--- src/design/diag_record_params.svh ---
// Constants of the diagnostic record and the timed-output queue.
// Assumes inclusion by bare name from design files.
`ifndef DIAG_RECORD_PARAMS_SVH
`define DIAG_RECORD_PARAMS_SVH
`define REC_SET_SHORT        8'h00
`define REC_SET_FULL         8'h01
`define OBJ_IDX_SHORT        16'h2F00
`define OBJ_IDX_FULL         16'h2F01
`define OBJ_IDX_ETHERCAT     16'h5005
`define SUBIDX_FAULT_A       8'h02
`define SUBIDX_CLASS         8'h03
`define SUBIDX_FAULT_C       8'h04
`define SUBIDX_FAULT_D       8'h05
`define SUBIDX_KIND          8'h06
`define SUBIDX_DIAG_BITS     8'h07
`define SUBIDX_CH_COUNT      8'h08
`define SUBIDX_FAULT_SUM     8'h09
`define SUBIDX_CH_FAULT_LO   8'h0A
`define SUBIDX_CH_FAULT_HI   8'h11
`define SUBIDX_TIMESTAMP     8'h13
`define CLASS_DIGITAL        4'hF
`define CLASS_CH_INFO_BIT    4
`define CLASS_RESET          8'h1F
`define KIND_RESET           8'h72
`define DIAG_BITS_RESET      8'h00
`define CH_COUNT_RESET       8'h04
`define FAULT_RESET          8'h00
`define SHORT_LEN            6'd4
`define FULL_LEN             6'd24
`define TS_BYTE0             6'd20
`define FINAL_BIT            6
`define TICKS_PER_US_NUM     20
`endif

--- src/design/diag_record_pkg.sv ---
// Types shared by the diagnostic record files.
// Assumes diag_record_params.svh for the numbers.
package diag_record_pkg;
  typedef enum logic [1:0] {
    PATH_RECORD_SET,
    PATH_CANOPEN,
    PATH_ETHERCAT
  } access_path_t;
  typedef enum logic [1:0] {
    Q_IDLE,
    Q_WAIT,
    Q_ISSUE
  } queue_state_t;
endpackage

--- src/design/output_module_diag_record.sv ---
// Diagnostic record of a four-channel timestamped digital output module.
// Assumes the head module supplies request strobes on core_clk_in.
// Functional notes
// - Issue queued states in order, drop each.
// - No interrupts; record read on demand only.
// - Full record via set 01h or 2F01h.
// - First four bytes via set 00h, 2F00h.
// - EtherCAT fields as subindices under 5005h.
// - Class low nibble 1111b, default 1Fh.
// - Bit 4 channel info, bits 7-5 reserved.
// - Channel kind 72h, bit 7 zero.
// - Diagnostic bits per channel read 00h.
// - Channel count reads 04h.
// - Timestamp captures ticker at record generation.
`timescale 1ns/1ns
`default_nettype none
`include "diag_record_params.svh"
module output_module_diag_record #(
  parameter int QUEUE_DEPTH = 32
) (
  input  wire logic        core_clk_in,
  input  wire logic        sys_rst_in,
  input  wire logic        read_req_in,
  input  wire logic [1:0]  access_path_in,
  input  wire logic [7:0]  record_set_selector_in,
  input  wire logic [15:0] object_index_in,
  input  wire logic [7:0]  object_subindex_in,
  input  wire logic [5:0]  byte_addr_in,
  input  wire logic        generate_in,
  input  wire logic        entry_push_in,
  input  wire logic [7:0]  output_image_byte_in,
  input  wire logic [7:0]  entry_sequence_number_in,
  input  wire logic [15:0] entry_time_in,
  output logic             read_valid_out,
  output logic             read_error_out,
  output logic [7:0]       read_data_out,
  output logic [3:0]       outputs_out,
  output logic             queue_full_out,
  output logic [5:0]       queued_entry_count_out,
  output logic [7:0]       last_sequence_out,
  output logic             schedule_done_out,
  output logic             irq_out
);
  logic [31:0]  ticker;
  logic [31:0]  diag_timestamp_q;
  logic [7:0]   queued_img;
  logic         issued;
  logic         q_full;
  logic [5:0]   q_count;
  logic [7:0]   q_last;
  logic         q_done;
  logic         gen_meta_q;
  logic         gen_sync_q;
  logic         gen_prev_q;
  logic         push_meta_q;
  logic         push_sync_q;
  logic         push_prev_q;

  us_ticker u_ticker (
    .core_clk_in  (core_clk_in),
    .sys_rst_in   (sys_rst_in),
    .us_count_out (ticker)
  );

  timed_output_queue #(
    .DEPTH (QUEUE_DEPTH)
  ) u_queue (
    .core_clk_in  (core_clk_in),
    .sys_rst_in   (sys_rst_in),
    .push_in      (push_sync_q && !push_prev_q),
    .image_in     (output_image_byte_in),
    .seq_in       (entry_sequence_number_in),
    .time_in      (entry_time_in),
    .now_in       (ticker[15:0]),
    .full_out     (q_full),
    .image_out    (queued_img),
    .issue_out    (issued),
    .last_seq_out (q_last),
    .count_out    (q_count),
    .done_out     (q_done)
  );

  // Byte value of the record at a linear byte position.
  function automatic logic [7:0] record_byte(input logic [5:0] pos, input logic [31:0] ts);
    logic [7:0] b;
    b = `FAULT_RESET;
    case (pos)
      6'd1:    b = {3'b000, 1'b1, `CLASS_DIGITAL};
      6'd4:    b = `KIND_RESET & 8'h7F;
      6'd5:    b = `DIAG_BITS_RESET;
      6'd6:    b = `CH_COUNT_RESET;
      6'd20:   b = ts[7:0];
      6'd21:   b = ts[15:8];
      6'd22:   b = ts[23:16];
      6'd23:   b = ts[31:24];
      default: b = `FAULT_RESET;
    endcase
    return b;
  endfunction

  // Byte position of an EtherCAT subindex; 63 marks an unmapped subindex.
  function automatic logic [5:0] subidx_pos(input logic [7:0] sx, input logic [5:0] part);
    logic [5:0] p;
    p = 6'd63;
    if (sx >= `SUBIDX_FAULT_A && sx <= `SUBIDX_CH_FAULT_HI) begin
      p = 6'(sx - `SUBIDX_FAULT_A);
    end else if (sx == `SUBIDX_TIMESTAMP && part < 6'd4) begin
      p = `TS_BYTE0 + part;
    end
    return p;
  endfunction

  wire is_rs    = (access_path_in == 2'(diag_record_pkg::PATH_RECORD_SET));
  wire is_co    = (access_path_in == 2'(diag_record_pkg::PATH_CANOPEN));
  wire is_ec    = (access_path_in == 2'(diag_record_pkg::PATH_ETHERCAT));
  wire sel_full = (is_rs && record_set_selector_in == `REC_SET_FULL)
               || (is_co && object_index_in == `OBJ_IDX_FULL);
  wire sel_short = (is_rs && record_set_selector_in == `REC_SET_SHORT)
                || (is_co && object_index_in == `OBJ_IDX_SHORT);
  wire [5:0] ec_pos = subidx_pos(object_subindex_in, byte_addr_in);
  wire sel_ec   = is_ec && object_index_in == `OBJ_IDX_ETHERCAT && ec_pos != 6'd63;
  wire ok_full  = sel_full && byte_addr_in < `FULL_LEN;
  wire ok_short = sel_short && byte_addr_in < `SHORT_LEN;
  wire [5:0] pos = sel_ec ? ec_pos : byte_addr_in;
  wire hit      = ok_full || ok_short || sel_ec;
  wire gen_pulse = gen_sync_q && !gen_prev_q;

  always_ff @(posedge core_clk_in) begin
    if (sys_rst_in) begin
      gen_meta_q  <= 1'b0;
      gen_sync_q  <= 1'b0;
      gen_prev_q  <= 1'b0;
      push_meta_q <= 1'b0;
      push_sync_q <= 1'b0;
      push_prev_q <= 1'b0;
    end else begin
      gen_meta_q  <= generate_in;
      gen_sync_q  <= gen_meta_q;
      gen_prev_q  <= gen_sync_q;
      push_meta_q <= entry_push_in;
      push_sync_q <= push_meta_q;
      push_prev_q <= push_sync_q;
    end
  end

  always_ff @(posedge core_clk_in) begin
    if (sys_rst_in) begin
      diag_timestamp_q <= 32'h0000_0000;
    end else if (gen_pulse) begin
      diag_timestamp_q <= ticker;
    end
  end

  always_ff @(posedge core_clk_in) begin
    if (sys_rst_in) begin
      read_valid_out <= 1'b0;
      read_error_out <= 1'b0;
      read_data_out  <= 8'h00;
    end else begin
      read_valid_out <= read_req_in && hit;
      read_error_out <= read_req_in && !hit;
      read_data_out  <= (read_req_in && hit) ? record_byte(pos, diag_timestamp_q) : 8'h00;
    end
  end

  always_ff @(posedge core_clk_in) begin
    if (sys_rst_in) begin
      outputs_out            <= 4'h0;
      queue_full_out         <= 1'b0;
      queued_entry_count_out <= 6'd0;
      last_sequence_out      <= 8'h00;
      schedule_done_out      <= 1'b0;
      irq_out                <= 1'b0;
    end else begin
      if (issued) begin
        outputs_out <= queued_img[7:4];
      end
      queue_full_out         <= q_full;
      queued_entry_count_out <= q_count;
      last_sequence_out      <= q_last;
      schedule_done_out      <= q_done;
      irq_out                <= 1'b0;
    end
  end

  AST_CLASS: assert property (@(posedge core_clk_in) disable iff (sys_rst_in)
    (read_req_in && ok_full && byte_addr_in == 6'd1) |=> read_data_out[3:0] == 4'hF)
    else $error("Class nibble is not digital.");
  AST_CHINFO: assert property (@(posedge core_clk_in) disable iff (sys_rst_in)
    (read_req_in && ok_full && byte_addr_in == 6'd1) |=> read_data_out[7:4] == 4'h1)
    else $error("Class upper bits wrong.");
  AST_KIND: assert property (@(posedge core_clk_in) disable iff (sys_rst_in)
    (read_req_in && ok_full && byte_addr_in == 6'd4) |=> read_data_out == 8'h72)
    else $error("Channel kind wrong.");
  AST_NBITS: assert property (@(posedge core_clk_in) disable iff (sys_rst_in)
    (read_req_in && ok_full && byte_addr_in == 6'd5) |=> read_data_out == 8'h00)
    else $error("Diagnostic bit count wrong.");
  AST_NCH: assert property (@(posedge core_clk_in) disable iff (sys_rst_in)
    (read_req_in && ok_full && byte_addr_in == 6'd6) |=> read_data_out == 8'h04)
    else $error("Channel count wrong.");
  AST_RSVD: assert property (@(posedge core_clk_in) disable iff (sys_rst_in)
    (read_req_in && ok_full && byte_addr_in >= 6'd7 && byte_addr_in <= 6'd19) |=> read_data_out == 8'h00)
    else $error("Reserved byte not zero.");
  AST_SHORT: assert property (@(posedge core_clk_in) disable iff (sys_rst_in)
    (read_req_in && is_rs && record_set_selector_in == 8'h00 && byte_addr_in == 6'd4) |=> read_error_out)
    else $error("Short record read past four bytes.");
  AST_FULL: assert property (@(posedge core_clk_in) disable iff (sys_rst_in)
    (read_req_in && is_co && object_index_in == 16'h2F01 && byte_addr_in == 6'd23) |=> read_valid_out)
    else $error("Full record byte refused.");
  AST_EC: assert property (@(posedge core_clk_in) disable iff (sys_rst_in)
    (read_req_in && is_ec && object_index_in == 16'h5005 && object_subindex_in == 8'h08) |=> read_data_out == 8'h04)
    else $error("EtherCAT subindex mapping wrong.");
  AST_TS: assert property (@(posedge core_clk_in) disable iff (sys_rst_in)
    gen_pulse |=> diag_timestamp_q == $past(ticker))
    else $error("Timestamp not captured.");
  AST_NOIRQ: assert property (@(posedge core_clk_in) disable iff (sys_rst_in)
    !irq_out)
    else $error("Interrupt raised.");
  AST_ISSUE: assert property (@(posedge core_clk_in) disable iff (sys_rst_in)
    issued |=> outputs_out == $past(queued_img[7:4]))
    else $error("Issued state not driven.");
endmodule // output_module_diag_record
`default_nettype wire

--- src/design/us_ticker.sv ---
// Microsecond time base derived from the module clock.
// Assumes a clock rate of a whole number of MHz.
`timescale 1ns/1ns
`default_nettype none
`include "diag_record_params.svh"
module us_ticker #(
  parameter int TICKS_PER_US = `TICKS_PER_US_NUM
) (
  input  wire logic        core_clk_in,
  input  wire logic        sys_rst_in,
  output logic      [31:0] us_count_out
);
  logic [7:0] div_q;
  wire        wrap = (div_q == 8'(TICKS_PER_US - 1));
  always_ff @(posedge core_clk_in) begin
    if (sys_rst_in) begin
      div_q        <= 8'h00;
      us_count_out <= 32'h0000_0000;
    end else begin
      div_q        <= wrap ? 8'h00 : div_q + 8'h01;
      us_count_out <= wrap ? us_count_out + 32'h0000_0001 : us_count_out;
    end
  end
endmodule // us_ticker
`default_nettype wire

--- src/design/timed_output_queue.sv ---
// Queue of timed output entries issued in push order, each when the time base reaches its entry time.
// Assumes entries arrive already ordered and the time base runs in microseconds.
`timescale 1ns/1ns
`default_nettype none
`include "diag_record_params.svh"
module timed_output_queue #(
  parameter int DEPTH = 32
) (
  input  wire logic        core_clk_in,
  input  wire logic        sys_rst_in,
  input  wire logic        push_in,
  input  wire logic [7:0]  image_in,
  input  wire logic [7:0]  seq_in,
  input  wire logic [15:0] time_in,
  input  wire logic [15:0] now_in,
  output logic             full_out,
  output logic [7:0]       image_out,
  output logic             issue_out,
  output logic [7:0]       last_seq_out,
  output logic [5:0]       count_out,
  output logic             done_out
);
  localparam int AW = $clog2(DEPTH);
  logic [31:0]   mem [DEPTH];
  logic [AW-1:0] rd_q;
  logic [AW-1:0] wr_q;
  logic [5:0]    cnt_q;
  wire  [31:0]   head     = mem[rd_q];
  wire           nonempty = (cnt_q != 6'd0);
  wire           due      = nonempty && (head[15:0] == now_in);
  wire           take     = push_in && !full_out;
  wire           pop      = due;
  assign full_out = (cnt_q == 6'(DEPTH));
  assign count_out = cnt_q;
  always_ff @(posedge core_clk_in) begin
    if (take) begin
      mem[wr_q] <= {image_in, seq_in, time_in};
    end
  end
  always_ff @(posedge core_clk_in) begin
    if (sys_rst_in) begin
      rd_q         <= '0;
      wr_q         <= '0;
      cnt_q        <= 6'd0;
      image_out    <= 8'h00;
      issue_out    <= 1'b0;
      last_seq_out <= 8'h00;
      done_out     <= 1'b0;
    end else begin
      wr_q      <= take ? wr_q + 1'b1 : wr_q;
      rd_q      <= pop ? rd_q + 1'b1 : rd_q;
      cnt_q     <= cnt_q + 6'(take) - 6'(pop);
      issue_out <= pop;
      if (take) begin
        last_seq_out <= seq_in;
        done_out     <= 1'b0;
      end
      if (pop) begin
        image_out <= head[31:24];
        if (head[16+`FINAL_BIT]) begin
          done_out <= 1'b1;
        end
      end
    end
  end
endmodule // timed_output_queue
`default_nettype wire

--- config.mk ---
export PLATFORM = sky130hd
export DESIGN_NAME = output_module_diag_record
export DESIGN_NICKNAME = d
export VERILOG_FILES = /design/src/design/diag_record_pkg.sv /design/src/design/output_module_diag_record.sv /design/src/design/us_ticker.sv /design/src/design/timed_output_queue.sv
export VERILOG_INCLUDE_DIRS = /design/src /design/src/design
export SDC_FILE = /design/constraint.sdc
export NUM_CORES = 1
export LEC_CHECK = 0
export BUFFER_PORTS_ARGS = -buffer_cell sky130_fd_sc_hd__clkbuf_2
export CAP_MARGIN = 15
export CORE_MARGIN = 3
export CORE_UTILIZATION = 60
export CTS_CLUSTER_DIAMETER = 80
export DETAILED_ROUTE_END_ITERATION = 7
export PLACE_DENSITY = 0.87
export SYNTH_ARGS = -nofsm -noshare
export SYNTH_HDL_FRONTEND = slang
export SYNTH_HIERARCHICAL = 1
export SYNTH_SLANG_ARGS = --single-unit
--- constraint.sdc ---
create_clock -name core_clk_in -period 5.4 [get_ports core_clk_in]
set_clock_uncertainty 0.1 [all_clocks]
set_input_delay 0.54 -clock core_clk_in [delete_from_list [all_inputs] [get_ports core_clk_in]]
set_output_delay 0.54 -clock core_clk_in [all_outputs]
set_load 0.01 [all_outputs]
# Word level (Yosys, flattened, before mapping)

Memories as Yosys holds them, arrays and structs flattened. A register that Yosys moved wholly into a read port is not among the register bits.
Cells that the tools add are included.

Bits in registers: 142
RAM bits: 1024
Input bits: 77
Logic and storage cells: 96
Memories kept: 1

Add/subtract/negate cells: 8
Magnitude comparators: 4
Equal/unequal tests: 18
Mux-type cells: 11
Bitwise gates (word level): 1
Reductions and logical operators: 29

Memories:

| memory      | depth | bits a word | rd ports | clocked after Yosys merged registers in | write ports | RTL line                 | text |
|---|---|---|---|---|---|---|---|
| u_queue.mem | 32    | 32          | 1        | 1                                       | 1           | timed_output_queue.sv:24 | `logic [31:0] mem [DEPTH];` |

Operators by type and width:

| cell                                                                                 | number |
|---|---|
| 8-bit one-hot mux with 7 select lines                                                | 1 |
| 32-bit by 1-bit adder with 32-bit output (second input constant)                     | 1 |
| 16-bit by 14-bit == test with 1-bit output (second input constant)                   | 2 |
| 6-bit by 5-bit == test with 1-bit output (second input constant)                     | 4 |
| 6-bit 2-to-1 mux                                                                     | 3 |
| 16-bit by 15-bit == test with 1-bit output (second input constant)                   | 1 |
| 16-bit == test                                                                       | 1 |
| 8-bit by 5-bit == test with 1-bit output (second input constant)                     | 2 |
| 1-bit logical AND                                                                    | 16 |
| 6-bit by 3-bit == test with 1-bit output (second input constant)                     | 2 |
| 5-bit by 1-bit adder with 5-bit output (second input constant)                       | 2 |
| 5-bit 2-to-1 mux                                                                     | 2 |
| 8-bit by 1-bit adder with 8-bit output (second input constant)                       | 1 |
| 8-bit by 1-bit == test with 1-bit output (second input constant)                     | 1 |
| 8-bit by 2-bit greater-or-equal comparator with 1-bit output (second input constant) | 1 |
| 8-bit by 5-bit <= comparator with 1-bit output (second input constant)               | 1 |
| 8-bit logical NOT                                                                    | 1 |
| 5-bit by 6-bit adder with 6-bit output (first input constant)                        | 1 |
| 6-bit by 1-bit adder with 6-bit output                                               | 1 |
| 6-bit by 1-bit == test with 1-bit output (second input constant)                     | 1 |
| 6-bit == test (second input constant)                                                | 1 |
| 6-bit by 3-bit < comparator with 1-bit output (second input constant)                | 1 |
| 6-bit by 5-bit < comparator with 1-bit output (second input constant)                | 1 |
| 6-bit != test (second input constant)                                                | 1 |
| other kinds (11)                                                                     | 22 |

# Depth between registers and ports, before layout

Depth in word-level cells: 10
Gate-level depth with buffers: 23
Mapped depth without buffers: 20

# Cells and area by module

The synthesis kept the hierarchy.

Modules (own cells, without submodules):

| module                    | instances | cells an instance | area each (µm²) | seq. area each (µm²) |
|---|---|---|---|---|
| timed_output_queue        | 1         | 1535              | 32575.0         | 24803.8 |
| output_module_diag_record | 1         | 339               | 2985.4          | 1361.3 |
| us_ticker                 | 1         | 210               | 1824.2          | 800.8 |

# Worst setup path after synthesis

Ideal clock, no wire load.

Path kind: register to register
Start: register (tool-made name)
End: register u_queue.cnt_q[5] (netlist: u_queue/count_out[5])
Arrival time: 3891 ps
Data required time: 5172 ps
Slack: 1281 ps
Stages on the path, launching flop included: 19
Clock period less this slack: 4119 ps
Cell sequence: dfxtp_1 buf_6 mux4_2 o211ai_1 o21ai_1 or4_1 a211oi_1 nand4_1 buf_2 nor2_2 ha_1 inv_1 ha_1 a21o_1 a21oi_1 o21bai_1 a21oi_1 xnor2_1 nor2_1

RTL lines:

| item                 | RTL line                 | text |
|---|---|---|
| end signal, assigned | timed_output_queue.sv:52 | `cnt_q <= cnt_q + 6'(take) - 6'(pop);` |
| end, declared        | timed_output_queue.sv:27 | `logic [5:0] cnt_q;` |

==> run summary <==
### Outcome
• **status** completed

### Floorplanning
• **Rows** 84
• **DIE AREA** 57000 um^2
• **core area** 53100 um^2
• **die boundary height** 239 um
• **Starting Density** 61.2%
• **number of ports placed on the die boundary** 108
• **width of the die** 239 um

### Power
• **clock group share of total power** 42.3%
• **net switching power** 2.53 mW
• **power density over the cells** 341 nW/um^2
• **total power** 12.4 mW
• **fraction of power spent switching nets** 20.4%
• **Power Internal** 9.90 mW
• **peak ir drop on the vdd network** 0.317 mV
• **part of the power in registers** 55.0%
• **part of the total power dissipated in combinational logic** 2.6%
• **static leakage power** 11.7 nW

### Timing
• **hold violation total from the final report** 0
• **Setup violations, final** 0
• **count of final max-slew check failures** 0
• **clock period minus final worst setup slack** 5.02 ns
• **worst-case setup margin in the final layout** 0.384 ns
• **final sum of negative setup slack** 0 ns
• **Least-Margin Pin Slew** 1.14 ns
• **fin crit share** 92.9%
• **Max Fclk** 199 MHz
• **max-slew headroom at the worst pin** 24.1%
• **RSZ-0062 raised after global routing** no

### Critical path
• **category of the worst setup path capture point** flip-flop
• **category of the worst setup path launch point** flip-flop
• **CP Data Required Time** 5.77 ns
• **data arrival time of the critical path** 5.39 ns
• **largest fanout on the critical path** 21
• **crit path kind** flip-flop to flip-flop

### Routing
• **number of design rule violations left after detail routing** 0
• **DR WL/cell** 30.2 um
• **via count normalized by instance count** 6.91
• **DR pass1 iterations** 6
• **count of nets left with antenna violations after detail routing** 0
• **number of design-rule violations left by the first detailed-router iteration** 2801
• **count of vias placed by the detailed router** 19200
• **routed wire length** 84200 um

### Final layout
• **count of nets after finishing** 2137
• **signed area change from the synthesized netlist to the final layout** 12.2%
• **ratio of cells with drive above 1 in the final layout** 25.8%
• **Final Instance Count excl. Fillers** 2785
• **Reg area** 23100 um^2
• **area of the multi-input gates** 8830 um^2
• **# fillers** 3043

### Global routing
• **number of global-route vias before repair** 19300
• **sum of overflow across all layers after global routing** 0
• **largest net degree at the start of global routing** 74
• **overall routing resource usage** 29.6%
• **global-route wire length before repair** 123000 um
• **number of antenna violations at the first check in global routing** 1

### CTS
• **clk root buf** sky130_fd_sc_hd__clkbuf_16
• **total number of clock tree sinks** 815
• **TritonCTS buffer count** 77
• **clock tree from TritonCTS** built
• **largest buffer count on any clock path** 3
• **clock latency of the later-clocked register in the worst-skew pair** 0.63 ns
• **clock-pin slew reported for the worst setup and hold paths after clock tree synthesis** 0.06 ns
• **H-tree levels** 3

### Synthesis
• **instance count of the mapped netlist** 1896
• **Synthesized Nets** 1993
• **post-synthesis instance area** 32500 um^2
• **synthesis warning total** 6
• **Avg Cell Area, Syn** 17.1 um^2

### Placement
• **IO buf count** 102
• **instance count after placement with tap cells included** 2645
• **worst setup slack after placement** 0.370 ns
• **final HPWL from detailed placement** 47100 um
• **Final Wtd Congestion** 0.914

### Run
• **count of max-cap constraint violations** 0

### Min path
• **worst hold path type** input port to flip-flop

==> final cells by class <==
| cell class | instances | area share, % |
|---|---|---|
| clock inverter | 40 | 1.14 |
| antenna | 1 | 0.00687 |
| tap | 688 | 2.36 |
| clock buffer | 95 | 5.54 |
| timing repair buffer | 177 | 3.17 |
| inverter | 25 | 0.258 |
| multi-input combinational | 944 | 24.2 |
| sequential | 815 | 63.3 |
==> path summary, 6_finish.rpt <==
kind | start | endpoint | slack [ns] | cells past startpoint
worst max-delay path | flip-flop | u_queue/count_out[5] | 0.38 | 17
worst max register to register | flip-flop | u_queue/count_out[5] | 0.38 | 17
worst min-delay path | entry_sequence_number_in[2] | u_queue/last_seq_out[2] | 0.05 | 3
worst min register to register | diag_timestamp_q[17] | diag_timestamp_q[17] | 0.36 | 2
==> sequential cells by signal, summed over array words and instances, names as in the netlist, 5 cells and up, named ones only <==
name and cells:
u_queue/count_out 6, u_queue/wr_q 5, u_ticker/div_q 8, u_queue/rd_q 5, last_sequence_out 8, u_queue/mem 672
u_ticker/us_count_out 32, queued_entry_count_out 6, u_queue/last_seq_out 8, read_data_out 8, diag_timestamp_q 32
==> power groups by stage <==
stage	Sequential, mW	Clock (mW)	Combinational, mW
finish	6.84	5.26	0.325
global route	6.84	5.54	0.356
CTS	6.84	5.31	0.319
detailed placement	6.98	0	0.313
global placement	6.97	0	0.292
floorplan	6.98	0	0.156
==> placed cells by master (no fill, tap or decap), types with 8 or more instances in the layout <==
cell	n
sky130_fd_sc_hd__a21oi_1	76
sky130_fd_sc_hd__a22oi_1	11
sky130_fd_sc_hd__a31oi_1	8
sky130_fd_sc_hd__and2_1	9
sky130_fd_sc_hd__and3_1	14
sky130_fd_sc_hd__and4_1	13
sky130_fd_sc_hd__buf_4	69
sky130_fd_sc_hd__clkbuf_1	15
sky130_fd_sc_hd__clkbuf_16	77
sky130_fd_sc_hd__clkbuf_2	101
sky130_fd_sc_hd__clkinv_1	12
sky130_fd_sc_hd__clkinv_2	11
sky130_fd_sc_hd__dfxtp_1	138
sky130_fd_sc_hd__edfxtp_1	672
sky130_fd_sc_hd__ha_1	19
sky130_fd_sc_hd__inv_1	23
sky130_fd_sc_hd__mux2_2	12
sky130_fd_sc_hd__mux2i_1	38
sky130_fd_sc_hd__mux4_2	171
sky130_fd_sc_hd__nand2_1	136
sky130_fd_sc_hd__nand3_1	37
sky130_fd_sc_hd__nand3b_1	9
sky130_fd_sc_hd__nand4_1	17
sky130_fd_sc_hd__nor2_1	72
sky130_fd_sc_hd__nor2_2	33
sky130_fd_sc_hd__nor2b_1	35
sky130_fd_sc_hd__nor3_1	11
sky130_fd_sc_hd__nor3b_1	11
sky130_fd_sc_hd__nor4_1	12
sky130_fd_sc_hd__o211ai_1	9
sky130_fd_sc_hd__o21ai_0	12
sky130_fd_sc_hd__o22ai_1	26
sky130_fd_sc_hd__or3_1	8
sky130_fd_sc_hd__or3b_2	8
sky130_fd_sc_hd__xnor2_1	21
sky130_fd_sc_hd__xor2_1	28
==> layer usage <==
metal  global-route usage, %  wire length, um  vias to the layer above
met5                       0                0                        -
met4                    14.0             4440                        0
met3                    7.74            10900                      324
met2                    47.6            40700                     1572
met1                    38.4            28200                     9607
li1                        -                -                     7734
==> through the flow <==
stage          instance area [um^2]  utilization [%]  hold slack [ns]
2_1_floorplan                 32500                -            0.314
3_3_place_gp                  33900             63.9            0.319
3_5_place_dp                  33900             63.9            0.347
4_1_cts                       36400             68.5           0.0240
5_1_grt                       36400             68.6           0.0463
6_report                      36400             68.6           0.0465
==> critical path, cell delays in order (launching register included) <==
cell and delay, ns:
sky130_fd_sc_hd__dfxtp_4 0.69, sky130_fd_sc_hd__buf_4 0.46, sky130_fd_sc_hd__mux4_2 0.56, sky130_fd_sc_hd__o21a_1 0.21, sky130_fd_sc_hd__a221oi_1 0.45, sky130_fd_sc_hd__a31oi_1 0.15
sky130_fd_sc_hd__and4b_1 0.34, sky130_fd_sc_hd__nand4_1 0.15, sky130_fd_sc_hd__nor2_2 0.28, sky130_fd_sc_hd__ha_1 0.27, sky130_fd_sc_hd__inv_1 0.06, sky130_fd_sc_hd__ha_1 0.27
sky130_fd_sc_hd__a21o_1 0.18, sky130_fd_sc_hd__a21oi_1 0.22, sky130_fd_sc_hd__o21bai_1 0.09, sky130_fd_sc_hd__a21oi_1 0.18, sky130_fd_sc_hd__xnor2_1 0.14, sky130_fd_sc_hd__nor2_1 0.05
==> what timing repair did <==
action / in CTS / in global routing
buffers inserted: 0 / 2
setup endpoints to repair: 0 / 2
hold buffers: 0 / 0
resized for setup: 0 / 1
Power figures use the tool's default switching activity.
